$ cat config.mk
export PLATFORM = sky130hd
export DESIGN_NAME = vdop_port
export DESIGN_NICKNAME = d
export VERILOG_FILES = /design/src/inc/vdop_pkg.sv /design/src/design/vdop_clk_gen.sv /design/src/design/vdop_pin_sync.sv /design/src/design/vdop_port.sv
export SDC_FILE = /design/constraint.sdc
export NUM_CORES = 1
export LEC_CHECK = 0
export ABC_AREA = 1
export BUFFER_PORTS_ARGS = -buffer_cell sky130_fd_sc_hd__buf_2
export CORE_MARGIN = 10
export CORE_UTILIZATION = 52
export CTS_CLUSTER_DIAMETER = 200
export CTS_CLUSTER_SIZE = 12
export DETAILED_ROUTE_END_ITERATION = 10
export PLACE_DENSITY = 0.69
export SETUP_SLACK_MARGIN = 0.2
export SYNTH_ARGS = -nofsm -noshare
export SYNTH_HDL_FRONTEND = slang
export SYNTH_HIERARCHICAL = 1
export SYNTH_SLANG_ARGS = --single-unit
$ cat constraint.sdc
create_clock -name core_clk_in -period 3.7 [get_ports core_clk_in]
set_clock_uncertainty 0.15 [all_clocks]
set_input_delay 0.37 -clock core_clk_in [delete_from_list [all_inputs] [get_ports core_clk_in]]
set_output_delay 0.37 -clock core_clk_in [all_outputs]
set_load 0.01 [all_outputs]
$ cat src/inc/vdop_pkg.sv
/*
  shared constants, mode encoding and helpers for the video decoder
  output port. assumes a single 125 mhz core clock in every user.
*/
package vdop_pkg;
  // ----------------------------------------------------------------
  // clocking
  // ----------------------------------------------------------------
  localparam int CORE_FREQ_KHZ = 125000;
  localparam int LLC_FREQ_KHZ  = 27000;
  localparam int FIFO_CLK_MIN_KHZ = 20000;
  localparam int FIFO_CLK_MAX_KHZ = 35000;
  localparam int NCO_W = 16;
  // two edge events per line-locked period
  localparam logic [NCO_W-1:0] NCO_STEP = NCO_W'(
    (longint'(LLC_FREQ_KHZ) * 2 * (longint'(1) << NCO_W))
    / CORE_FREQ_KHZ);
  // ----------------------------------------------------------------
  // widths and counts
  // ----------------------------------------------------------------
  localparam int PIX_W    = 8;
  localparam int HPOS_W   = 10;
  localparam int LINE_W   = 10;
  localparam int MARGIN_W = 5;
  localparam int GPO_W    = 4;
  localparam int FIFO_AW  = 5;
  localparam int FIFO_DEPTH = 1 << FIFO_AW;
  localparam logic [FIFO_AW:0] FIFO_FULL_LVL = (FIFO_AW+1)'(FIFO_DEPTH);
  localparam logic [FIFO_AW:0] FIFO_HALF_LVL =
    (FIFO_AW+1)'(FIFO_DEPTH / 2);
  localparam logic [LINE_W-1:0] VSYNC_LINES = 10'h006;
  // ----------------------------------------------------------------
  // reset values
  // ----------------------------------------------------------------
  localparam logic [2*PIX_W-1:0] RST_PIXEL = 16'h0000;
  localparam logic [GPO_W-1:0]   RST_GPO   = 4'h0;
  localparam logic [NCO_W-1:0]   RST_NCO   = 16'h0000;
  localparam logic [HPOS_W-1:0]  RST_HPOS  = 10'h000;
  localparam logic [FIFO_AW:0]   RST_LEVEL = 6'h00;
  // ----------------------------------------------------------------
  // output modes
  // ----------------------------------------------------------------
  typedef enum logic [1:0] {
    MODE_SYNC  = 2'b00,
    MODE_QUALIFIED_PIXEL_CLOCK  = 2'b01,
    MODE_HALF  = 2'b10,
    MODE_UNDEF = 2'b11
  } vdop_mode_t;

  function automatic logic apply_pol(input logic act, input logic pol);
    apply_pol = act ^ pol;
  endfunction : apply_pol

  // wraps when the end lies before the begin
  function automatic logic in_window(input logic [HPOS_W-1:0] pos,
                                     input logic [HPOS_W-1:0] b,
                                     input logic [HPOS_W-1:0] e);
    if (b <= e) begin
      in_window = (pos >= b) && (pos < e);
    end else begin
      in_window = (pos >= b) || (pos < e);
    end
  endfunction : in_window
endpackage : vdop_pkg

$ cat src/design/vdop_clk_gen.sv
/*
  line-locked clock generator: a phase accumulator makes the 27 mhz
  line-locked clock, its half-rate clock and enable pulses.
  assumes the 125 mhz core clock and a synchronous high reset.
*/
`timescale 1ns/100ps
module vdop_clk_gen (
  input  wire logic core_clk_in,
  input  wire logic rst_in,
  output logic      llc_out,
  output logic      llc_rise_out,
  output logic      half_out,
  output logic      half_rise_out
);
  logic [vdop_pkg::NCO_W-1:0] acc;
  logic [vdop_pkg::NCO_W:0]   next_acc;
  logic                       edge_ev;

  assign next_acc = {1'b0, acc} + {1'b0, vdop_pkg::NCO_STEP};
  assign edge_ev  = next_acc[vdop_pkg::NCO_W];

  // jitter of one core period is the price of a single clock domain
  always_ff @(posedge core_clk_in) begin
    if (rst_in) begin
      acc           <= vdop_pkg::RST_NCO;
      llc_out       <= 1'b0;
      llc_rise_out  <= 1'b0;
      half_out      <= 1'b0;
      half_rise_out <= 1'b0;
    end else begin
      acc           <= next_acc[vdop_pkg::NCO_W-1:0];
      llc_out       <= llc_out ^ edge_ev;
      llc_rise_out  <= edge_ev && !llc_out;
      half_rise_out <= edge_ev && !llc_out && !half_out;
      if (edge_ev && !llc_out) begin
        half_out <= !half_out;
      end
    end
  end
endmodule : vdop_clk_gen

$ cat src/design/vdop_pin_sync.sv
/*
  two-stage synchroniser for a pin input with a rising-edge pulse.
  assumes the input may change at any time relative to the clock.
*/
`timescale 1ns/100ps
module vdop_pin_sync (
  input  wire logic core_clk_in,
  input  wire logic rst_in,
  input  wire logic pin_in,
  output logic      level_out,
  output logic      rise_out
);
  logic meta;
  logic prev;

  // only the second stage feeds the edge detector
  always_ff @(posedge core_clk_in) begin
    if (rst_in) begin
      meta      <= 1'b0;
      level_out <= 1'b0;
      prev      <= 1'b0;
    end else begin
      meta      <= pin_in;
      level_out <= meta;
      prev      <= level_out;
    end
  end

  assign rise_out = level_out && !prev;
endmodule : vdop_pin_sync

$ cat src/design/vdop_port.sv
/*
  video decoder output port: pixel bus, sync/active outputs, fifo
  flags, multifunction pin, line-locked clocks, general outputs.
  assumes decoded samples and line/field starts from core logic on the
  same clock; fifo clock arrives asynchronously on a pin.
*/
`timescale 1ns/100ps
module vdop_port (
  input  wire logic                          core_clk_in,
  input  wire logic                          rst_in,
  input  wire logic [1:0]                    output_mode_select_in,
  input  wire logic                          vertical_polarity_bit_in,
  input  wire logic                          horizontal_polarity_bit_in,
  input  wire logic [vdop_pkg::HPOS_W-1:0]   hsync_begin_position_in,
  input  wire logic [vdop_pkg::HPOS_W-1:0]   hsync_end_position_in,
  input  wire logic [vdop_pkg::HPOS_W-1:0]   hactive_begin_in,
  input  wire logic [vdop_pkg::HPOS_W-1:0]   hactive_end_in,
  input  wire logic [vdop_pkg::LINE_W-1:0]   vactive_first_in,
  input  wire logic [vdop_pkg::LINE_W-1:0]   vactive_last_in,
  input  wire logic                          wide_bus_in,
  input  wire logic [vdop_pkg::MARGIN_W-1:0] fifo_margin_field_in,
  input  wire logic                          fifo_flag_polarity_bit_in,
  input  wire logic                          line_qualifier_polarity_bit_in,
  input  wire logic [vdop_pkg::GPO_W-1:0]    general_outputs_in,
  input  wire logic [vdop_pkg::PIX_W-1:0]    luma_in,
  input  wire logic [vdop_pkg::PIX_W-1:0]    chroma_in,
  input  wire logic                          line_start_in,
  input  wire logic                          field_start_in,
  input  wire logic                          genlock_bit_in,
  input  wire logic                          fifo_async_clock_in,
  output logic [2*vdop_pkg::PIX_W-1:0]       pixel_bus_out,
  output logic                               vertical_timing_out,
  output logic                               horizontal_timing_out,
  output logic                               fifo_almost_full_flag_out,
  output logic                               fifo_almost_empty_flag_out,
  output logic                               multifunction_out,
  output logic                               pixel_clock_out,
  output logic                               line_locked_half_clock_out,
  output logic                               line_clock_qualifier_out,
  output logic [vdop_pkg::GPO_W-1:0]         general_outputs_out
);
  // ----------------------------------------------------------------
  // clocks and pin synchronisation
  // ----------------------------------------------------------------
  logic llc;
  logic pix_tick;
  logic half;
  logic half_tick;
  logic fclk_lvl;
  logic fclk_rise;

  vdop_clk_gen u_clk_gen (
    .core_clk_in   (core_clk_in),
    .rst_in        (rst_in),
    .llc_out       (llc),
    .llc_rise_out  (pix_tick),
    .half_out      (half),
    .half_rise_out (half_tick)
  );

  vdop_pin_sync u_fclk_sync (
    .core_clk_in (core_clk_in),
    .rst_in      (rst_in),
    .pin_in      (fifo_async_clock_in),
    .level_out   (fclk_lvl),
    .rise_out    (fclk_rise)
  );

  // ----------------------------------------------------------------
  // mode decode
  // ----------------------------------------------------------------
  vdop_pkg::vdop_mode_t mode_eff;
  logic fifo_mode;
  logic launch;

  assign mode_eff = (output_mode_select_in == vdop_pkg::MODE_UNDEF) ?
                    vdop_pkg::MODE_SYNC :
                    vdop_pkg::vdop_mode_t'(output_mode_select_in);
  assign fifo_mode = (mode_eff != vdop_pkg::MODE_SYNC);
  assign launch    = fifo_mode ? fclk_rise : pix_tick;

  // ----------------------------------------------------------------
  // line and field timing
  // ----------------------------------------------------------------
  logic [vdop_pkg::HPOS_W-1:0] hpos;
  logic [vdop_pkg::LINE_W-1:0] line_cnt;
  logic vsync_act;
  logic vact_act;
  logic hsync_act;
  logic hact_act;
  logic next_vert;
  logic next_horz;

  // horizontal position advances once per two line-locked periods
  always_ff @(posedge core_clk_in) begin
    if (rst_in || line_start_in) begin
      hpos <= vdop_pkg::RST_HPOS;
    end else if (half_tick) begin
      hpos <= hpos + 10'h001;
    end
  end

  always_ff @(posedge core_clk_in) begin
    if (rst_in || field_start_in) begin
      line_cnt <= '0;
    end else if (line_start_in && line_cnt != '1) begin
      line_cnt <= line_cnt + 10'h001;
    end
  end

  assign vsync_act = line_cnt < vdop_pkg::VSYNC_LINES;
  assign vact_act  = (line_cnt >= vactive_first_in) &&
                     (line_cnt <= vactive_last_in);
  assign hsync_act = vdop_pkg::in_window(hpos, hsync_begin_position_in,
                                         hsync_end_position_in);
  assign hact_act  = vdop_pkg::in_window(hpos, hactive_begin_in,
                                         hactive_end_in);
  assign next_vert = vdop_pkg::apply_pol(fifo_mode ? vact_act : vsync_act,
                                         vertical_polarity_bit_in);
  assign next_horz = vdop_pkg::apply_pol(fifo_mode ? hact_act : hsync_act,
                                         horizontal_polarity_bit_in);

  // ----------------------------------------------------------------
  // pixel formatting and fifo
  // ----------------------------------------------------------------
  logic [2*vdop_pkg::PIX_W-1:0] next_word;
  logic [2*vdop_pkg::PIX_W-1:0] mem [vdop_pkg::FIFO_DEPTH];
  logic [vdop_pkg::FIFO_AW-1:0] wr_ptr;
  logic [vdop_pkg::FIFO_AW-1:0] rd_ptr;
  logic [vdop_pkg::FIFO_AW:0]   level;
  logic [vdop_pkg::FIFO_AW:0]   margin;
  logic wr_en;
  logic rd_en;

  // 8-bit: luma then chroma on the upper byte, lower byte idle
  assign next_word = wide_bus_in ? {luma_in, chroma_in} :
                     {(half ? luma_in : chroma_in), 8'h00};
  assign wr_en  = fifo_mode && pix_tick && (level != vdop_pkg::FIFO_FULL_LVL);
  assign rd_en  = fifo_mode && fclk_rise && (level != vdop_pkg::RST_LEVEL);
  assign margin = {1'b0, fifo_margin_field_in};

  always_ff @(posedge core_clk_in) begin
    if (wr_en) begin
      mem[wr_ptr] <= next_word;
    end
  end

  // leaving the fifo modes flushes; stale words would be out of step
  always_ff @(posedge core_clk_in) begin
    if (rst_in || !fifo_mode) begin
      wr_ptr <= '0;
      rd_ptr <= '0;
      level  <= vdop_pkg::RST_LEVEL;
    end else begin
      wr_ptr <= wr_ptr + 5'(wr_en);
      rd_ptr <= rd_ptr + 5'(rd_en);
      level  <= level + 6'(wr_en) - 6'(rd_en);
    end
  end

  logic af_act;
  logic ae_act;
  logic hf_act;
  logic next_multi;
  logic qual_phase;
  logic qual_now;
  logic [2*vdop_pkg::PIX_W-1:0] next_pix;

  // an empty fifo holds the bus; unwritten words would show unknowns
  assign next_pix = !fifo_mode ? next_word :
                    rd_en      ? mem[rd_ptr] : pixel_bus_out;

  // one rise per word read; a fill during a high phase adds no edge
  assign qual_now = fclk_rise ? rd_en : qual_phase;

  always_ff @(posedge core_clk_in) begin
    if (rst_in) begin
      qual_phase <= 1'b0;
    end else if (fclk_rise) begin
      qual_phase <= rd_en;
    end
  end

  assign af_act = level >= (vdop_pkg::FIFO_FULL_LVL - margin);
  assign ae_act = level <= margin;
  assign hf_act = level >= vdop_pkg::FIFO_HALF_LVL;

  always_comb begin
    case (mode_eff)
      vdop_pkg::MODE_HALF:
        next_multi = vdop_pkg::apply_pol(hf_act,
                                         fifo_flag_polarity_bit_in);
      vdop_pkg::MODE_QUALIFIED_PIXEL_CLOCK:
        next_multi = fclk_lvl && qual_now;
      default:
        next_multi = genlock_bit_in;
    endcase
  end

  // ----------------------------------------------------------------
  // output registers
  // ----------------------------------------------------------------
  always_ff @(posedge core_clk_in) begin
    if (rst_in) begin
      pixel_bus_out         <= vdop_pkg::RST_PIXEL;
      vertical_timing_out   <= 1'b0;
      horizontal_timing_out <= 1'b0;
    end else if (launch) begin
      pixel_bus_out         <= next_pix;
      vertical_timing_out   <= next_vert;
      horizontal_timing_out <= next_horz;
    end
  end

  always_ff @(posedge core_clk_in) begin
    if (rst_in) begin
      fifo_almost_full_flag_out  <= 1'b0;
      fifo_almost_empty_flag_out <= 1'b0;
      multifunction_out          <= 1'b0;
      pixel_clock_out            <= 1'b0;
      line_locked_half_clock_out <= 1'b0;
      line_clock_qualifier_out   <= 1'b0;
      general_outputs_out        <= vdop_pkg::RST_GPO;
    end else begin
      fifo_almost_full_flag_out  <= vdop_pkg::apply_pol(af_act,
                                      fifo_flag_polarity_bit_in);
      fifo_almost_empty_flag_out <= vdop_pkg::apply_pol(ae_act,
                                      fifo_flag_polarity_bit_in);
      multifunction_out          <= next_multi;
      pixel_clock_out            <= fifo_mode ? fclk_lvl : llc;
      line_locked_half_clock_out <= half;
      line_clock_qualifier_out   <= vdop_pkg::apply_pol(half,
                                      line_qualifier_polarity_bit_in);
      general_outputs_out        <= general_outputs_in;
    end
  end
endmodule : vdop_port

==> flow_summary.yaml, run 1 <==
outcome:
  status: "completed"
grt:
  first_global_vias: 18804
  antenna_found_initial: 1
  grt_max_degree: 163
  overflow: 0
  grt_pass1_wl_mm: 106
  grt.total_usage_pct: 22.0
clock_tree:
  cts_tree: "built"
  path_clk_slew_ps: 70
  cts.path.max_buffers: 3
  cts_setup_buffers: 0
  hold_buffers: 16
  cts_root_buf: "clkbuf_16"
  cts-buffers-inserted: 55
  clock_sinks: 600
  clock_latency_ps: 620
  post_cts_resized: 0
  htree_levels: 2
synth:
  syn_area_per_cell_um2: 10.5
  syn-num-nets: 2797
  synth_sequential_area_ratio_pct: 63.3
  synthCells: 2589
  ys_ff_latch: 600
  synth_edf_count: 512
  async_flop_share_pct: 0
  synth_cell_types: 48
  ys.flop_type: "edfxtp_1"
  syn_area_um2: 27100
  synth_warnings: 6
floorplanning:
  chipHeight_um: 248
  die_w_um: 248
  initial_utilization_pct: 52.7
  core_um2: 51400
  dieArea_um2: 61600
  io_pins: 126
  row_count: 83
drt:
  via_per_inst: 5.65
  wl_per_cell_um: 20.2
  vias: 19476
  drt_iter0_markers: 1762
  first_pass_iters: 5
  ant_nets: 0
  drc: 0
  finalWirelength_mm: 69.4
power_and_ir_drop:
  p_seq_share_pct: 55.8
  power.total_mw: 13.5
  power.internal_mw: 10.5
  netSwitchingPower_mw: 3.04
  power.share.clock_pct: 38.0
  swShare_pct: 22.5
  max-vdd-ir-drop_mv: 0.436
  leakagePower_nw: 11.6
  p_per_area_nw_per_um2: 449
  pwr-share-comb_pct: 6.2
cells_and_area:
  n_fill_cell: 4241
  layout_commonest_cell: "edfxtp_1"
  fin_area_um2: 30100
  drive_gt1_share_pct: 10.2
  nNetsFinal: 2938
  synthToLayoutAreaGrowth_pct: 11.3
  final_cell_mix: "512 x edfxtp_1, 419 x nor2_1, 416 x nand2_1, 204 x inv_1, 200 x o21ai_0"
timing:
  drv_slew: 0
  slew_headroom_pct: 16.8
  period_share_pct: 79.4
  setup_viol: 0
  max_freq_mhz: 341
  hold_ws_ps: 55.8
  setup_tns_ps: 0
  period_needed_ps: 2940
  finalHoldViolCount: 0
  rsz0062_at_grt: "false"
  worst_slew_pin_slew_ps: 1250
setup_path:
  required_ps: 4040
  crit_arrival_ps: 3280
  r2r_end: "pixel_bus_out[4]"
  reg2reg_depth: 10
  cp_max_fo: 108
  ff2ff_setup_slack_ps: 760
  crit_path_end_kind: "register"
  r2r_start: "rd_ptr[0]"
  crit_start: "rd_ptr[0]"
  critPathLaunchType: "register"
  worst-setup-path-type: "reg -> reg"
  crit_end: "pixel_bus_out[4]"
placed_design:
  placement.io_buffers: 125
  place_congestion: 0.886
  placed_area_um2: 28400
  dpl.hpwl_mm: 43.8
job:
  drv_cap: 0
worst_hold_path:
  hold_class: "in -> reg"
routing by layer:
layer / track usage [%] / vias to the layer above / routed length (um) / share of wire (%)
li1: - / 9213 / - / -
met1: 28.4 / 9459 / 28100 / 41
met2: 37.7 / 686 / 34600 / 50
met3: 3.40 / 118 / 4750 / 6.8
met4: 6.83 / 0 / 1930 / 2.8
met5: 0 / - / 0 / 0
per-stage QoR:
step / setup WS, ps / instances / utilization, %
floorplan: 1160 / 2589 / -
global placement: 866 / 3337 / 55.3
detailed placement: 881 / 3337 / 55.3
CTS: 858 / 3445 / 58.6
global route: 543 / 3445 / 58.6
finish: 763 / 3446 / 58.6
cell type report:
class | instances | area, um2 | area share [%]
diodes | 1 | 2.50 | 0.00830
clock buffers | 89 | 1500 | 4.99
inverters | 212 | 801 | 2.66
flip-flops and latches | 600 | 17100 | 56.9
well taps | 680 | 851 | 2.82
clock inverters | 3 | 26.3 | 0.0872
repair buffers | 202 | 1290 | 4.29
multi-input cells | 1659 | 8520 | 28.3
worst max-delay path, stage by stage, from the launching register on:
cell and delay [ps]:
dfxtp_4 680, inv_6 360, buf_12 350, o21ai_0 280
o21ai_0 130, o211ai_1 370, nand2_1 90, nand2_1 70
nand2_1 50, nand2_1 60, a21oi_1 60
cells by family after synthesis:
logic type	after synthesis	share of synthesized area (%)
DFF	600	63.3
AOI/OAI and AO/OA	493	10.1
and+or+nand+nor	1039	15.6
xor gates and xnor gates	9	0.291
adders and majority gates	110	5.11
buffers and inverters	330	5.26
muxes	8	0.333
Yosys cell counts (2+ instances only):
cell type,instances,area (um2)
or2_2,5,31.3
nand2_2,9,56.3
nor3b_1,4,30.0
or2_0,11,68.8
o21bai_1,7,52.6
nor2_1,420,1580
inv_2,6,22.5
buf_1,9,33.8
clkbuf_1,48,180
a31oi_1,3,18.8
buf_6,8,90.1
nand3_1,152,761
a21oi_1,117,586
o21ai_0,200,1000
dfxtp_1,88,1760
nor3_1,5,25.0
edfxtp_1,512,15400
xnor2_1,5,43.8
o22ai_1,32,200
nor4_1,5,31.3
nor2_2,3,18.8
nand2_1,416,1560
buf_4,7,52.6
nand3b_1,2,15.0
xor2_1,4,35.0
o211ai_1,63,473
o21ai_1,54,270
buf_2,41,205
mux2_2,8,90.1
o21a_1,3,22.5
a21boi_0,2,15.0
a21o_1,6,45.0
nand4_1,4,25.0
or2_1,2,12.5
ha_1,109,1360
buf_8,4,60.1
inv_1,204,766
worst min path at each step:
stage                                        start  slack, ps  cells after the start                    end
after floorplan                   u_fclk_sync/meta        240                      2  u_fclk_sync/level_out
after global placement            u_fclk_sync/meta        250                      2  u_fclk_sync/level_out
after detailed placement          u_fclk_sync/meta        250                      2  u_fclk_sync/level_out
after CTS                             chroma_in[4]         30                      5       pixel_bus_out[4]
after global routing      output_mode_select_in[1]         60                      4      multifunction_out
final                                 chroma_in[0]         60                      5       pixel_bus_out[0]
state kept, by name (all words and copies together) (netlist names), 4 cells and up:
name,flops
pixel_bus_out,16
line_cnt,10
hpos,10
general_outputs_out,4
u_clk_gen/acc,16
mem,512
rd_ptr,5
level,6
wr_ptr,5
power groups by stage:
stage | Sequential, mW | Combinational (mW) | Clock [mW]
final | 7.54 | 0.838 | 5.14
after global routing | 7.54 | 0.926 | 5.46
after CTS | 7.53 | 0.831 | 5.22
after detailed placement | 7.68 | 0.817 | 0
after global placement | 7.67 | 0.787 | 0
after floorplan | 7.67 | 0.466 | 0
Note: power is estimated with default switching activity, not from simulation.
==> run 2, diff against run 1 <==
- clock period: 3.7 -> 3 ns (I/O delays scaled with it)
==> flow_summary.yaml, run 2 (synthesis results as in run 1) <==
cells_and_area:
  synthToLayoutAreaGrowth_pct: 12.7
  drive_gt1_share_pct: 11.1
  final_cell_mix: "512 x edfxtp_1, 419 x nor2_1, 416 x nand2_1, 203 x inv_1, 200 x o21ai_0"
  nNetsFinal: 2972
  regMostFlops: "mem"
  largest_reg_flops: 512
  top_regs: "mem: 512 flops, pixel_bus_out: 16 flops, u_clk_gen/acc: 16 flops"
  layout_commonest_cell: "edfxtp_1"
drt:
  via_per_inst: 5.59
  first_pass_iters: 5
  drt_iter0_markers: 1800
  ant_nets: 0
  drc: 0
  wl_per_cell_um: 19.8
  finalWirelength_mm: 68.9
  vias: 19455
timing:
  max_freq_mhz: 381
  slew_headroom_pct: 36.8
  period_share_pct: 87.6
  drv_slew: 0
  setup_viol: 0
  period_needed_ps: 2630
  finalHoldViolCount: 0
  setup_tns_ps: 0
  rsz0062_at_grt: "true"
  worst_slew_pin_slew_ps: 947
floorplanning:
  die_w_um: 248
  dieArea_um2: 61600
  chipHeight_um: 248
  row_count: 83
  io_pins: 126
  core_um2: 51400
  initial_utilization_pct: 52.7
setup_path:
  crit_end: "pixel_bus_out[0]"
  crit_path_end_kind: "register"
  cp_max_fo: 47
  required_ps: 3380
  worst-setup-path-type: "reg -> reg"
  ff2ff_setup_slack_ps: 370
  crit_start: "rd_ptr[0]"
  reg2reg_depth: 11
  r2r_start: "rd_ptr[0]"
  crit_arrival_ps: 3010
  critPathLaunchType: "register"
  r2r_end: "pixel_bus_out[0]"
clock_tree:
  cts.path.max_buffers: 3
  cts_root_buf: "clkbuf_16"
  clock_sinks: 600
  clock_latency_ps: 620
  htree_levels: 2
  path_clk_slew_ps: 60
  cts_setup_buffers: 0
  cts-buffers-inserted: 55
  cts_tree: "built"
power_and_ir_drop:
  power.total_mw: 16.7
  netSwitchingPower_mw: 3.73
  leakagePower_nw: 11.8
  pwr-share-comb_pct: 6.4
  power.internal_mw: 13.0
  power.share.clock_pct: 38.1
  max-vdd-ir-drop_mv: 0.543
  p_per_area_nw_per_um2: 548
  p_seq_share_pct: 55.6
  swShare_pct: 22.3
placed_design:
  placement.io_buffers: 125
  place_congestion: 0.908
  dpl.hpwl_mm: 45.7
grt:
  grt_pass1_wl_mm: 106
  antenna_found_initial: 0
  grt_max_degree: 120
  first_global_vias: 18834
  grt.total_usage_pct: 22.0
  overflow: 0
outcome:
  status: "completed"
job:
  drv_cap: 0
worst_hold_path:
  hold_class: "in -> reg"
==> run 2: power by group through the flow <==
stage / logic, mW / registers, mW / clock network, mW
2_1_floorplan: 0.574 / 9.46 / 0
3_3_place_gp: 0.998 / 9.47 / 0
3_5_place_dp: 1.03 / 9.47 / 0
4_1_cts: 1.06 / 9.29 / 6.45
5_1_grt: 1.18 / 9.30 / 6.76
6_report: 1.07 / 9.29 / 6.36
==> run 2: critical path, cell delays in order, from the launching register on <==
cell and delay (ps):
dfxtp_4 470, inv_8 310, buf_12 250, buf_4 210, nor2_1 50, o211ai_1 260
nand3_1 230, nand2_1 210, nand2_1 110, nand2_1 80, nand2_1 50, a21oi_1 110
==> run 2: how the worst min path moves through the flow <==
stage | from | end | slack [ps] | cells after the start
global route | rst_in | u_fclk_sync/prev | 40 | 2
global placement | u_fclk_sync/meta | u_fclk_sync/level_out | 250 | 2
CTS | wide_bus_in | pixel_bus_out[4] | 5 | 5
finish | rst_in | u_fclk_sync/prev | 30 | 2
detailed placement | u_fclk_sync/meta | u_fclk_sync/level_out | 260 | 2
floorplan | rst_in | u_fclk_sync/meta | 220 | 1
==> run 2: cell type report <==
cell class                 instances  area (um2)
clock buffer                      89        1530
fill                            4165       20900
tap                              680         851
sequential                       600       17100
multi-input combinational       1659        8520
clock inverter                     2        25.0
antenna                            1        2.50
timing repair buffer             236        1640
inverter                         212         803
==> run 2: through the flow <==
step	instance area, um2	instances	hold slack (ps)	setup slack [ps]	utilization [%]
global route	30500	3478	35.5	152	59.3
detailed placement	28700	3364	260	332	55.9
global placement	28700	3364	246	254	55.9
CTS	30500	3478	5.32	328	59.3
finish	30500	3479	29.4	373	59.4
floorplan	27100	2589	221	530	-
==> run 2: timing repair <==
item                                    CTS  global route
gates resized for setup                   0             2
endpoints found under the setup margin    0             2
hold endpoints to repair                 33             0
hold buffers                             23             0
==> run 2: layer usage <==
metal | vias up | share of wire [%] | wire length [um] | GRT usage [%]
met4 | 0 | 3.2 | 2170 | 7.43
met3 | 132 | 7.0 | 4820 | 4.16
met5 | - | 0 | 0 | 0
met2 | 638 | 50 | 34400 | 37.4
met1 | 9402 | 40 | 27500 | 27.9
li1 | 9283 | - | - | -
